$ cat config.mk
export PLATFORM = sky130hd
export DESIGN_NAME = gcps_top
export DESIGN_NICKNAME = d
export VERILOG_FILES = /design/src/shared/gcps_pkg.sv /design/src/design/gcps_gate_seq.sv /design/src/design/gcps_top.sv
export SDC_FILE = /design/constraint.sdc
export NUM_CORES = 1
export LEC_CHECK = 0
export ABC_AREA = 1
export BUFFER_PORTS_ARGS = -buffer_cell sky130_fd_sc_hd__buf_4
export CAP_MARGIN = 20
export CORE_ASPECT_RATIO = 0.6
export CORE_MARGIN = 2
export CORE_UTILIZATION = 45
export DETAILED_ROUTE_END_ITERATION = 12
export PLACE_DENSITY = 0.76
export RECOVER_POWER = 100
export SETUP_SLACK_MARGIN = 0.4
export SKIP_CTS_REPAIR_TIMING = 1
export SLEW_MARGIN = 15
export SYNTH_ARGS = -nofsm -noshare
export SYNTH_HDL_FRONTEND = slang
export SYNTH_SLANG_ARGS = --single-unit
export TNS_END_PERCENT = 30
$ cat constraint.sdc
create_clock -name clock -period 3.64 [get_ports clock]
set_input_delay 0.728 -clock clock [delete_from_list [all_inputs] [get_ports clock]]
set_output_delay 0.728 -clock clock [all_outputs]
set_load 0.005 [all_outputs]
$ cat src/shared/gcps_pkg.sv
/*
  gcps_pkg: phase encodings, current codes, widths and reset values shared by the
  gate current phase sequencer and its per-gate sequencer.
  assumes a single 250 MHz clock domain; timing fields count clock cycles directly.
*/
package gcps_pkg;

  // ----------------------------------------------------------------------------
  // widths
  // ----------------------------------------------------------------------------
  localparam int unsigned GCPS_CUR_W  = 4;
  localparam int unsigned GCPS_TIME_W = 8;
  localparam int unsigned GCPS_SEL_W  = 3;
  localparam int unsigned GCPS_NPH    = 3;

  // ----------------------------------------------------------------------------
  // clock and timer resolution
  // ----------------------------------------------------------------------------
  localparam int unsigned GCPS_CLK_PERIOD_NS  = 4;
  localparam int unsigned GCPS_TICK_NS        = 4;
  localparam int unsigned GCPS_CYC_PER_TICK   = (GCPS_TICK_NS + GCPS_CLK_PERIOD_NS - 1) / GCPS_CLK_PERIOD_NS;

  // ----------------------------------------------------------------------------
  // current source selector driven to the analog gate stage
  // ----------------------------------------------------------------------------
  localparam logic [GCPS_SEL_W-1:0] GCPS_SEL_HOLD = 3'h0;
  localparam logic [GCPS_SEL_W-1:0] GCPS_SEL_PROG = 3'h1;
  localparam logic [GCPS_SEL_W-1:0] GCPS_SEL_FULL = 3'h2;

  // full strength code, 1.5 A peak
  localparam logic [GCPS_CUR_W-1:0] GCPS_CUR_MAX   = 4'hf;
  localparam logic [GCPS_CUR_W-1:0] GCPS_CUR_RESET = 4'h0;
  localparam logic [GCPS_TIME_W-1:0] GCPS_TIME_ZERO = 8'h00;

  // ----------------------------------------------------------------------------
  // phase state, gray along idle->p1->p2->full->hold
  // ----------------------------------------------------------------------------
  typedef enum logic [2:0] {
    GCPS_ST_HOLD = 3'h0,
    GCPS_ST_PH1  = 3'h1,
    GCPS_ST_PH2  = 3'h3,
    GCPS_ST_FULL = 3'h2
  } gcps_phase_e;

endpackage : gcps_pkg

$ cat src/design/gcps_gate_seq.sv
/*
  gcps_gate_seq: phase sequencer for one gate (one side of one half bridge).
  assumes shared timing and current settings arrive stable from the parent and
  the comparator trip input is already deglitched and synchronous.
*/
`timescale 1ns/1ns
module gcps_gate_seq (
  input  wire logic                              clock,
  input  wire logic                              reset,
  input  wire logic                              pwm,
  input  wire logic                              trip,
  input  wire logic [gcps_pkg::GCPS_CUR_W-1:0]  pre_on_cur,
  input  wire logic [gcps_pkg::GCPS_CUR_W-1:0]  pre_off_cur,
  input  wire logic [gcps_pkg::GCPS_CUR_W-1:0]  on_cur,
  input  wire logic [gcps_pkg::GCPS_CUR_W-1:0]  off_cur,
  input  wire logic [gcps_pkg::GCPS_TIME_W-1:0] t_on1,
  input  wire logic [gcps_pkg::GCPS_TIME_W-1:0] t_on2,
  input  wire logic [gcps_pkg::GCPS_TIME_W-1:0] t_off1,
  input  wire logic [gcps_pkg::GCPS_TIME_W-1:0] t_off2,
  output logic                                   gate_on,
  output logic [gcps_pkg::GCPS_SEL_W-1:0]       cur_sel,
  output logic [gcps_pkg::GCPS_CUR_W-1:0]       cur_code,
  output logic [2:0]                             phase
);
  import gcps_pkg::*;

  typedef struct packed {
    logic                    dir;
    logic                    pwm_last;
    gcps_phase_e             ph;
    logic [GCPS_TIME_W-1:0]  cnt;
    logic [GCPS_SEL_W-1:0]   sel;
    logic [GCPS_CUR_W-1:0]   code;
  } gcps_gate_s;

  gcps_gate_s st_reg;
  gcps_gate_s st_next;

  // ----------------------------------------------------------------------------
  // next state
  // ----------------------------------------------------------------------------
  always_comb begin
    logic [GCPS_TIME_W-1:0] t1;
    logic [GCPS_TIME_W-1:0] t2;
    t1 = pwm ? t_on1 : t_off1;
    t2 = pwm ? t_on2 : t_off2;
    st_next = st_reg;
    st_next.pwm_last = pwm;
    if (pwm != st_reg.pwm_last) begin
      // a new edge aborts whatever phase was running
      st_next.dir = pwm;
      st_next.cnt = GCPS_TIME_ZERO;
      if (t1 != GCPS_TIME_ZERO) begin
        st_next.ph = GCPS_ST_PH1;
      end else if (t2 != GCPS_TIME_ZERO) begin
        st_next.ph = GCPS_ST_PH2;
      end else begin
        st_next.ph = GCPS_ST_FULL;
      end
    end else begin
      case (st_reg.ph)
        GCPS_ST_PH1: begin
          st_next.cnt = st_reg.cnt + 8'h01;
          if (st_reg.cnt + 8'h01 >= t1) begin
            st_next.cnt = GCPS_TIME_ZERO;
            st_next.ph  = (t2 != GCPS_TIME_ZERO) ? GCPS_ST_PH2 : GCPS_ST_FULL;
          end
        end
        GCPS_ST_PH2: begin
          st_next.cnt = st_reg.cnt + 8'h01;
          if (st_reg.cnt + 8'h01 >= t2) begin
            st_next.cnt = GCPS_TIME_ZERO;
            st_next.ph  = GCPS_ST_FULL;
          end
        end
        GCPS_ST_FULL: st_next.ph = GCPS_ST_FULL;
        GCPS_ST_HOLD: st_next.ph = GCPS_ST_HOLD;
        default:      st_next.ph = GCPS_ST_HOLD;
      endcase
    end
    // comparator overrides any drive phase, but not a fresh edge
    if (trip && pwm == st_reg.pwm_last) begin
      st_next.ph  = GCPS_ST_HOLD;
      st_next.cnt = GCPS_TIME_ZERO;
    end
    case (st_next.ph)
      GCPS_ST_PH1: begin
        st_next.sel  = GCPS_SEL_PROG;
        st_next.code = st_next.dir ? pre_on_cur : pre_off_cur;
      end
      GCPS_ST_PH2: begin
        st_next.sel  = GCPS_SEL_PROG;
        st_next.code = st_next.dir ? on_cur : off_cur;
      end
      GCPS_ST_FULL: begin
        st_next.sel  = GCPS_SEL_FULL;
        st_next.code = GCPS_CUR_MAX;
      end
      default: begin
        st_next.sel  = GCPS_SEL_HOLD;
        st_next.code = GCPS_CUR_RESET;
      end
    endcase
  end

  always_ff @(posedge clock or posedge reset) begin
    if (reset) begin
      st_reg <= '{dir: 1'b0, pwm_last: 1'b0, ph: GCPS_ST_HOLD, cnt: GCPS_TIME_ZERO,
                  sel: GCPS_SEL_HOLD, code: GCPS_CUR_RESET};
    end else begin
      st_reg <= st_next;
    end
  end

  assign gate_on  = st_reg.dir;
  assign cur_sel  = st_reg.sel;
  assign cur_code = st_reg.code;
  assign phase    = st_reg.ph;

endmodule : gcps_gate_seq

$ cat src/design/gcps_top.sv
/*
  gcps_top: gate current phase sequencer for three half bridges (six gates).
  assumes pwm inputs and comparator flags are synchronous to clock; settings are
  plain ports held stable by the configuration logic outside.
*/
`timescale 1ns/1ns
module gcps_top (
  input  wire logic                                     clock,
  input  wire logic                                     reset,
  input  wire logic [gcps_pkg::GCPS_NPH-1:0]           high_side_pwm_input,
  input  wire logic [gcps_pkg::GCPS_NPH-1:0]           low_side_pwm_input,
  input  wire logic [gcps_pkg::GCPS_NPH-1:0]           high_side_compare_trip,
  input  wire logic [gcps_pkg::GCPS_NPH-1:0]           low_side_compare_trip,
  input  wire logic                                     precurrent_enable,
  input  wire logic [gcps_pkg::GCPS_CUR_W-1:0]         precharge_current,
  input  wire logic [gcps_pkg::GCPS_CUR_W-1:0]         predischarge_current,
  input  wire logic [gcps_pkg::GCPS_CUR_W-1:0]         high_side_turn_on_current,
  input  wire logic [gcps_pkg::GCPS_CUR_W-1:0]         high_side_turn_off_current,
  input  wire logic [gcps_pkg::GCPS_CUR_W-1:0]         low_side_turn_on_current,
  input  wire logic [gcps_pkg::GCPS_CUR_W-1:0]         low_side_turn_off_current,
  input  wire logic [gcps_pkg::GCPS_TIME_W-1:0]        turn_on_phase1_time,
  input  wire logic [gcps_pkg::GCPS_TIME_W-1:0]        turn_on_phase2_time,
  input  wire logic [gcps_pkg::GCPS_TIME_W-1:0]        turn_off_phase1_time,
  input  wire logic [gcps_pkg::GCPS_TIME_W-1:0]        turn_off_phase2_time,
  output logic [gcps_pkg::GCPS_NPH-1:0]                high_gate_on,
  output logic [gcps_pkg::GCPS_NPH-1:0]                low_gate_on,
  output logic [gcps_pkg::GCPS_NPH*gcps_pkg::GCPS_SEL_W-1:0] high_cur_sel,
  output logic [gcps_pkg::GCPS_NPH*gcps_pkg::GCPS_SEL_W-1:0] low_cur_sel,
  output logic [gcps_pkg::GCPS_NPH*gcps_pkg::GCPS_CUR_W-1:0] high_cur_code,
  output logic [gcps_pkg::GCPS_NPH*gcps_pkg::GCPS_CUR_W-1:0] low_cur_code,
  output logic [gcps_pkg::GCPS_NPH*3-1:0]              high_phase,
  output logic [gcps_pkg::GCPS_NPH*3-1:0]              low_phase
);
  import gcps_pkg::*;

  // ----------------------------------------------------------------------------
  // shared pre-phase currents
  // ----------------------------------------------------------------------------
  logic [GCPS_CUR_W-1:0] pre_on_cur;
  logic [GCPS_CUR_W-1:0] pre_off_cur;

  // disabled pre-current falls back to full strength
  assign pre_on_cur  = precurrent_enable ? precharge_current : GCPS_CUR_MAX;
  assign pre_off_cur = precurrent_enable ? predischarge_current : GCPS_CUR_MAX;

  // ----------------------------------------------------------------------------
  // six gate sequencers, all sharing one set of times and pre-currents; turn on/off currents per side
  // ----------------------------------------------------------------------------
  // outputs of the leaf come straight from its state register
  genvar g;
  generate
    for (g = 0; g < GCPS_NPH; g++) begin : g_phase
      gcps_gate_seq u_high (
        .clock       (clock),
        .reset       (reset),
        .pwm         (high_side_pwm_input[g]),
        .trip        (high_side_compare_trip[g]),
        .pre_on_cur  (pre_on_cur),
        .pre_off_cur (pre_off_cur),
        .on_cur      (high_side_turn_on_current),
        .off_cur     (high_side_turn_off_current),
        .t_on1       (turn_on_phase1_time),
        .t_on2       (turn_on_phase2_time),
        .t_off1      (turn_off_phase1_time),
        .t_off2      (turn_off_phase2_time),
        .gate_on     (high_gate_on[g]),
        .cur_sel     (high_cur_sel[g*GCPS_SEL_W +: GCPS_SEL_W]),
        .cur_code    (high_cur_code[g*GCPS_CUR_W +: GCPS_CUR_W]),
        .phase       (high_phase[g*3 +: 3])
      );
      gcps_gate_seq u_low (
        .clock       (clock),
        .reset       (reset),
        .pwm         (low_side_pwm_input[g]),
        .trip        (low_side_compare_trip[g]),
        .pre_on_cur  (pre_on_cur),
        .pre_off_cur (pre_off_cur),
        .on_cur      (low_side_turn_on_current),
        .off_cur     (low_side_turn_off_current),
        .t_on1       (turn_on_phase1_time),
        .t_on2       (turn_on_phase2_time),
        .t_off1      (turn_off_phase1_time),
        .t_off2      (turn_off_phase2_time),
        .gate_on     (low_gate_on[g]),
        .cur_sel     (low_cur_sel[g*GCPS_SEL_W +: GCPS_SEL_W]),
        .cur_code    (low_cur_code[g*GCPS_CUR_W +: GCPS_CUR_W]),
        .phase       (low_phase[g*3 +: 3])
      );
    end
  endgenerate

endmodule : gcps_top

==> metrics.yaml, run 1 <==
grt_pass1_vias: 8903
dp_slack_ps: 618
clock_latency_ps: 440
grt_use_total_pct: 25.1
yosys_warnings: 0
fin_setup_tns_ps: 0
die_x_um: 200
multiInputGateArea_mm2: 0.00574
place.gp.congestion: 0.955
synth_cell_types: 46
cts-root-buf: "clkbuf_16"
regArea_mm2: 0.00285
clock_skew_ps: 10.6
drc: 0
cp.required_ps: 3980
clockBufferDepth: 2
port-buffer-count: 130
antenna_cells: 0
syn_area_per_cell_um2: 7.08
cp-end-kind: "flop"
drt_wl_total_um: 29300
dpl.hpwl_um: 22800
first_iter_violations: 878
grt_max_degree: 115
p_per_area_mw_per_mm2: 339
fin_crit_sh_pct: 85.3
vias_per_cell: 5.26
numClockSinks: 114
reg2reg_from: "g_phase[1].u_low.st_reg[7]"
reg2reg_to: "g_phase[1].u_low.st_reg[12]"
fin_hold_ws_ps: 387
grt_setup_unrepaired: "no"
num-fill-cells: 2243
num_vias: 9717
core_area_mm2: 0.0223
overflow: 0
grt_pass1_wl_um: 46500
ant_nets: 0
area_growth_pct: 10.3
critPathKind: "flop to flop"
ioPinCount: 137
setup_viol: 0
start_kind: "flop"
reg2reg_depth: 10
drive_gt1_share_pct: 15.3
final_cell_area_mm2: 0.0114
instances_no_fill: 1848
setup_slack_ps: 535
wl_per_cell_um: 15.9
crit_fanout: 8
num-nets-final: 1688
syn_area_mm2: 0.0104
finalHoldViolCount: 0
hp-class: "input pin to async pin"
htree_levels: 4
worst_slew_pin_slew_ps: 1150
row_count: 42
final_cell_mix: "nand2_1 (393), inv_1 (227), o21ai_0 (136)"
dr.pass1.iters: 7
relSlewSlack_pct: 23.1
status: "completed"
initial_core_util_pct: 46.4
max-vdd-ir-drop_mv: 0.336
dieArea_mm2: 0.0243
clkTransAtPathRegs_ps: 60
reg2reg_setup_slack_ps: 540
die_y_um: 122
dpl_cell_area_mm2: 0.0111
place_inst: 1816
p_leak_nw: 6.17
arrival_ps: 3450
slew_violations: 0
layout_commonest_cell: "nand2_1"
yosysSeqAreaShare_pct: 27.5
ys_ff_latch: 114
grt_antenna_before_repair: 0
fin_crit_ps: 3100
netlist_instances: 1463
cts_made_buffers: 17
cts_tree: "built"
drv_cap: 0
fmax_mhz: 322
==> cells by family (layout without fill, tap and decap cells) <==
logic type	count (synthesis)	after routing	synth area share, %
other cells	1	12	0.0362
flops	114	114	27.5
buf+inv	343	409	16.0
mux	6	6	0.580
simple gates	639	639	29.5
xor+xnor	30	30	2.54
fa+ha+maj	90	90	10.9
compound gates	240	240	13.0
==> stage by stage <==
step | power (mW) | utilization (%)
2_1_floorplan | 2.04 | -
3_3_place_gp | 2.27 | 49.5
3_5_place_dp | 2.30 | 49.5
4_1_cts | 3.93 | 52.0
5_1_grt | 4.08 | 51.1
6_report | 3.87 | 51.1
==> cells in the mapped netlist (all sizes together) <==
cell / number / area (um^2)
buf: 94 / 714
o21a: 2 / 15.0
o21ai: 178 / 921
a211oi: 5 / 37.5
a2111oi: 1 / 8.76
clkinv: 2 / 7.51
a21oi: 20 / 123
o22ai: 22 / 138
mux2i: 6 / 60.1
nand2: 412 / 1670
nor3: 6 / 45.0
nor2: 55 / 277
ha: 90 / 1130
xor2: 30 / 263
clkbuf: 3 / 15.0
nand4: 40 / 275
or2: 7 / 43.8
nand3b: 5 / 50.1
inv: 244 / 916
o21bai: 3 / 22.5
and3: 1 / 6.26
nor4: 4 / 43.8
o211ai: 2 / 25.0
conb: 1 / 3.75
nand3: 109 / 651
dfrtp: 114 / 2850
a21boi: 7 / 52.6
==> routing by layer <==
layer  routed length, um  GRT usage [%]  vias up
met2               12100           35.9      443
li1                    -              -     4786
met4                 473           7.92        0
met1               13900           37.3     4435
met5                   0              0        -
met3                2770           5.67       53
==> where the power goes <==
part           switching, mW  leakage [nW]  internal [mW]  total (mW)
Sequential            0.0445          1.49           1.35        1.39
Combinational          0.555          4.40          0.305       0.860
Clock                  0.623         0.277           1.00        1.62
Total                   1.22          6.17           2.65        3.87
==> critical path: stages, from the launching register on <==
cell	delay (ps)
dfrtp_1	480
nand3_1	170
nor2_1	240
nand4_1	140
xor2_1	310
ha_1	310
a2111oi_0	580
nand2_2	130
o21ai_0	100
nand3_1	280
o22ai_1	260
==> layout make-up <==
| class | count | area share [%] |
|---|---|---|
| inverters | 246 | 8.09 |
| flip-flops and latches | 114 | 25.0 |
| clock buffers | 22 | 4.24 |
| multi-input cells | 1017 | 50.2 |
| well taps | 308 | 3.37 |
| repair buffers | 131 | 8.36 |
| clock inverters | 10 | 0.723 |
==> worst max path at each step <==
stage                          startpoint                       endpoint
2_1_floorplan      high_side_pwm_input[1]  g_phase[1].u_high.cur_code[0]
3_3_place_gp        low_side_pwm_input[2]   g_phase[2].u_low.cur_code[0]
3_5_place_dp        low_side_pwm_input[2]   g_phase[2].u_low.cur_code[1]
4_1_cts        g_phase[1].u_low.st_reg[7]    g_phase[1].u_low.st_reg[12]
5_1_grt        g_phase[1].u_low.st_reg[7]    g_phase[1].u_low.st_reg[13]
6_report       g_phase[1].u_low.st_reg[7]    g_phase[1].u_low.st_reg[12]
(Power assumes the default switching activity.)
==> run 2: changes to the inputs <==
--- a/config.mk
+++ b/config.mk
@@ -17,5 +17,4 @@
 export SETUP_SLACK_MARGIN = 0.4
 export SKIP_CTS_REPAIR_TIMING = 1
-export SLEW_MARGIN = 15
 export SYNTH_ARGS = -nofsm -noshare
 export SYNTH_HDL_FRONTEND = slang
==> constraint.sdc (replaced) <==
create_clock -name clock -period 3.64 [get_ports clock]
set_input_delay 0.182 -clock clock [delete_from_list [all_inputs] [get_ports clock]]
set_output_delay 0.182 -clock clock [all_outputs]
set_load 0.005 [all_outputs]
==> run 2 against run 1 <==
- the run now ends with max-capacitance violations, max-slew violations left
- sequential power is essentially flat
- sequential share of layout area about the same
- highest routed layer unchanged
- critical endpoint is now g_phase[0].u_low.cur_code[3]
- combinational power barely moved
- register-to-register slack better by 120 ps
==> metrics.yaml, run 2 (synthesized netlist as in run 1, its figures left out) <==
status: "finished, violations left"
violations: "max-capacitance violations, max-slew violations"
hp-class: "input pin to flop"
fin_crit_sh_pct: 81.9
drc: 0
relSlewSlack_pct: -64.9
cpMaxStageDelayCell: "dfrtp_1"
clock_latency_ps: 420
port-buffer-count: 130
place_inst: 1816
cts_made_buffers: 17
path_common_cell: "nand2_1"
cts_tree: "built"
crit_chain: "ha_1, nand3_1, nor2_1, nand2_1, xor2_1, inv_1, ha_1, nand3_1, inv_1, nand2_1, nand2_1, nand2_1, nand2_1, nand2_1, nand2_1, nand2_1, nand3_1, nand2_1, nand2_1"
dr.pass1.iters: 6
grt_pass1_wl_um: 47800
crit_fanout: 9
clock_skew_ps: 8.96
cp-end-kind: "flop"
antenna_cells: 0
vias_per_cell: 5.23
max-vdd-ir-drop_mv: 0.312
fin_crit_ps: 2980
grt_max_degree: 63
first_iter_violations: 903
drt_wl_total_um: 29300
setup_viol: 0
p_leak_nw: 6.15
cts-root-buf: "clkbuf_16"
place.gp.congestion: 0.978
slew_violations: 62
worst_slew_pin_slew_ps: 2470
cp.required_ps: 3950
max_stage_delay_ps: 520
area_growth_pct: 10.2
fin_setup_tns_ps: 0
grt_pass1_vias: 9275
wl_per_cell_um: 15.9
htree_levels: 4
final_cell_mix: "nand2_1 (394), inv_1 (230), o21ai_0 (134)"
finalHoldViolCount: 0
finalPower_mw: 3.81
p_per_area_mw_per_mm2: 334
dieArea_mm2: 0.0243
core_area_mm2: 0.0223
fin_hold_ws_ps: 50.9
initial_core_util_pct: 46.4
clockBufferDepth: 2
fin_util_pct: 51.1
start_kind: "flop"
layout_commonest_cell: "nand2_1"
grt_use_total_pct: 25.4
ioPinCount: 137
fmax_mhz: 336
drive_gt1_share_pct: 14.7
grt_antenna_before_repair: 0
dpl.hpwl_um: 23000
overflow: 0
critPathKind: "flop to flop"
die_y_um: 122
grt_setup_unrepaired: "no"
clkTransAtPathRegs_ps: 60
arrival_ps: 3290
die_x_um: 200
numClockSinks: 114
drv_cap: 1
instances_no_fill: 1848
row_count: 42
num_vias: 9672
num-nets-final: 1689
ant_nets: 0
run 2: final timing paths:
kind,startpoint,to,slack (ps),depth (start not counted)
worst max register to register,g_phase[0].u_low.st_reg[7],g_phase[0].u_low.cur_code[3],660,19
max in group asynchronous,reset,g_phase[0].u_low.st_reg[8],1030,3
worst min register to register,g_phase[1].u_low.st_reg[18],g_phase[1].u_low.gate_on,550,3
worst min-delay path,high_side_pwm_input[1],g_phase[1].u_high.st_reg[18],50,1
min in group asynchronous,reset,g_phase[1].u_low.cur_sel[0],1190,3
worst max-delay path,g_phase[0].u_low.st_reg[7],g_phase[0].u_low.cur_code[3],660,19
run 2: power by group:
part / internal (mW) / total [mW] / switching, mW
Sequential: 1.35 / 1.39 / 0.0454
Combinational: 0.306 / 0.861 / 0.554
Clock: 0.959 / 1.56 / 0.596
Total: 2.61 / 3.81 / 1.20
run 2: stage by stage:
stage	setup slack [ps]	cell area, um^2
after floorplan	442	10400
after detailed placement	995	11100
after CTS	967	11600
after global routing	358	11400
final	660	11400
after global placement	1080	11100
run 2: critical path: cells and delay by family (launching register included):
kind | cells | cell delay [ps]
AND/OR/NAND/NOR | 14 | 1420
flip-flops | 1 | 520
buffers and inverters | 2 | 160
XOR/XNOR | 1 | 180
adder cells (fa/ha/maj) | 2 | 560
run 2: area by class of cell:
class	count	area, um^2
tap	308	385
fill	2193	10900
clock buffer	20	457
clock inverter	11	88.8
inverter	246	923
sequential	114	2850
timing repair buffer	132	935
multi-input combinational	1017	5770
run 2: per-layer routing:
metal | share of wire [%] | wire [um] | vias up | GRT usage [%]
met5 | 0 | 0 | - | 0
met3 | 9.9 | 2920 | 71 | 6.11
met1 | 47 | 13800 | 4398 | 36.5
met4 | 2.4 | 698 | 0 | 8.56
li1 | - | - | 4789 | -
met2 | 41 | 12000 | 414 | 37.1
==> run 3: changes to the inputs <==
PLACE_DENSITY = 0.74   (was 0.76)
clock period = 3 ns   (was 3.64 ns; I/O delays follow)
==> run 3 against run 2 <==
- the run ends with negative hold slack, max-capacitance violations, max-slew violations left
- fmax grew 12%
- cell area grew 4.7%
- power grew 30%
- combinational power grew 25%
- first-iteration DRC count grew 9.5%
- utilization grew 2.4 points
- final cell count grew 1.4%
- critical endpoint is now g_phase[2].u_low.cur_code[0]
- largest power group unchanged
==> metrics.yaml, run 3 (synthesized netlist as in run 1, its figures left out) <==
vias_per_cell: 5.22
cpMaxStageDelayCell: "dfrtp_1"
num_vias: 9786
critical_path_depth: 16
grt_setup_unrepaired: "yes"
core_area_mm2: 0.0223
p_leak_nw: 6.31
initial_core_util_pct: 46.4
place.gp.congestion: 0.994
drv_cap: 1
regArea_mm2: 0.00286
reg2reg_depth: 16
drive_gt1_share_pct: 19.3
start_kind: "flop"
status: "finished, violations left"
hold_depth: 1
comb_power_share_pct: 21.9
layout_commonest_cell: "nand2_1"
numClockSinks: 114
clkPwrFrac_pct: 44.0
power_switching_mw: 1.53
clkTransAtPathRegs_ps: 60
dp_slack_ps: 360
max_stage_delay_ps: 520
path_common_cell: "nand2_1"
port-buffer-count: 130
drt_wl_total_um: 30700
clock_skew_ps: 8.12
drc: 0
dr.pass1.iters: 6
critPathKind: "flop to flop"
finalPower_mw: 4.94
cts_tree: "built"
antenna_cells: 0
grt_pass1_wl_um: 47300
overflow: 0
fin_crit_sh_pct: 88.8
cp_top_family: "simple AND/OR/NAND/NOR gates"
cp.required_ps: 3330
violations: "negative hold slack, max-capacitance violations, max-slew violations"
cp-end-kind: "flop"
cts_made_buffers: 17
seqPwrFrac_pct: 34.1
max-vdd-ir-drop_mv: 0.398
grt_max_degree: 115
row_count: 42
p_int_mw: 3.41
fmax_mhz: 375
crit_chain: "nand3_4, nor2_4, nand4_1, xor2_2, inv_1, ha_4, a21oi_2, nand2_2, nand2_2, nand2_1, nand2_1, nand2_1, nand2_4, nand3_2, nand2_1, nand2_1"
crit_buf_inv: 1
finalHoldViolCount: 2
final_cell_mix: "nand2_1 (379), inv_1 (226), o21ai_0 (135)"
worst_slew_pin_slew_ps: 1660
relSlewSlack_pct: -10.3
dpl_cell_area_mm2: 0.0111
multiInputGateArea_mm2: 0.00608
fin_util_pct: 53.5
p_per_area_mw_per_mm2: 414
switching_share_pct: 30.9
cts-root-buf: "clkbuf_16"
ant_nets: 0
htree_levels: 4
clock_latency_ps: 440
hp-class: "input pin to flop"
dpl.hpwl_um: 22800
arrival_ps: 2990
fin_setup_tns_ps: 0
slew_violations: 115
wl_per_cell_um: 16.4
dieArea_mm2: 0.0243
fin_hold_ws_ps: -6.76
grt_use_total_pct: 25.4
setup_slack_ps: 336
area_growth_pct: 15.3
die_y_um: 122
num-nets-final: 1713
grt_pass1_vias: 8885
setup_viol: 0
die_x_um: 200
first_iter_violations: 989
final_cell_area_mm2: 0.0119
ioPinCount: 137
num-fill-cells: 2183
clockBufferDepth: 2
crit_fanout: 6
grt_antenna_before_repair: 0
fin_crit_ps: 2660
run 3: changes by cell type in the layout (fill, tap and decap cells not counted), sizes merged:
cell and change:
buf +22, bufinv +3, clkinv -4, clkinvlp +1, nand2 +3
run 3: area by class of cell:
type                            count  area share [%]
Tap cell                          308            3.23
Sequential cell                   114            23.9
Clock inverter                     11            1.34
Timing Repair Buffer              153            9.04
Multi-Input combinational cell   1020            50.9
Inverter                          246            7.76
Clock buffer                       21            3.77
run 3: metrics by stage:
stage / hold slack (ps) / instances
global placement: 382 / 1817
detailed placement: 392 / 1817
CTS: -71.1 / 1849
floorplan: 181 / 1474
global route: 4.20 / 1873
finish: -6.76 / 1873
run 3: worst paths after layout:
path | slack [ps] | start | to
max | 340 | g_phase[2].u_low.st_reg[7] | g_phase[2].u_low.cur_code[0]
min reg2reg | 520 | g_phase[1].u_high.st_reg[7] | g_phase[1].u_high.st_reg[7]
min | -7 | low_side_pwm_input[1] | g_phase[1].u_low.st_reg[18]
max in group asynchronous | 950 | reset | g_phase[0].u_low.st_reg[7]
min in group asynchronous | 840 | reset | g_phase[2].u_high.cur_code[3]
max reg2reg | 340 | g_phase[2].u_low.st_reg[7] | g_phase[2].u_low.cur_code[0]
run 3: layer usage:
| metal | wire length (um) | part of all wire, % | vias up | track usage [%] |
|---|---|---|---|---|
| met3 | 2750 | 8.9 | 60 | 5.75 |
| li1 | - | - | 4853 | - |
| met2 | 12900 | 42 | 410 | 36.6 |
| met5 | 0 | 0 | - | 0 |
| met1 | 14300 | 47 | 4463 | 37.8 |
| met4 | 675 | 2.2 | 0 | 7.27 |
run 3: power groups by stage:
stage | registers [mW] | logic, mW | clock network (mW)
2_1_floorplan | 1.70 | 0.779 | 0
3_3_place_gp | 1.72 | 1.05 | 0
3_5_place_dp | 1.72 | 1.07 | 0
4_1_cts | 1.69 | 1.08 | 2.19
5_1_grt | 1.70 | 1.21 | 2.27
6_report | 1.69 | 1.08 | 2.17
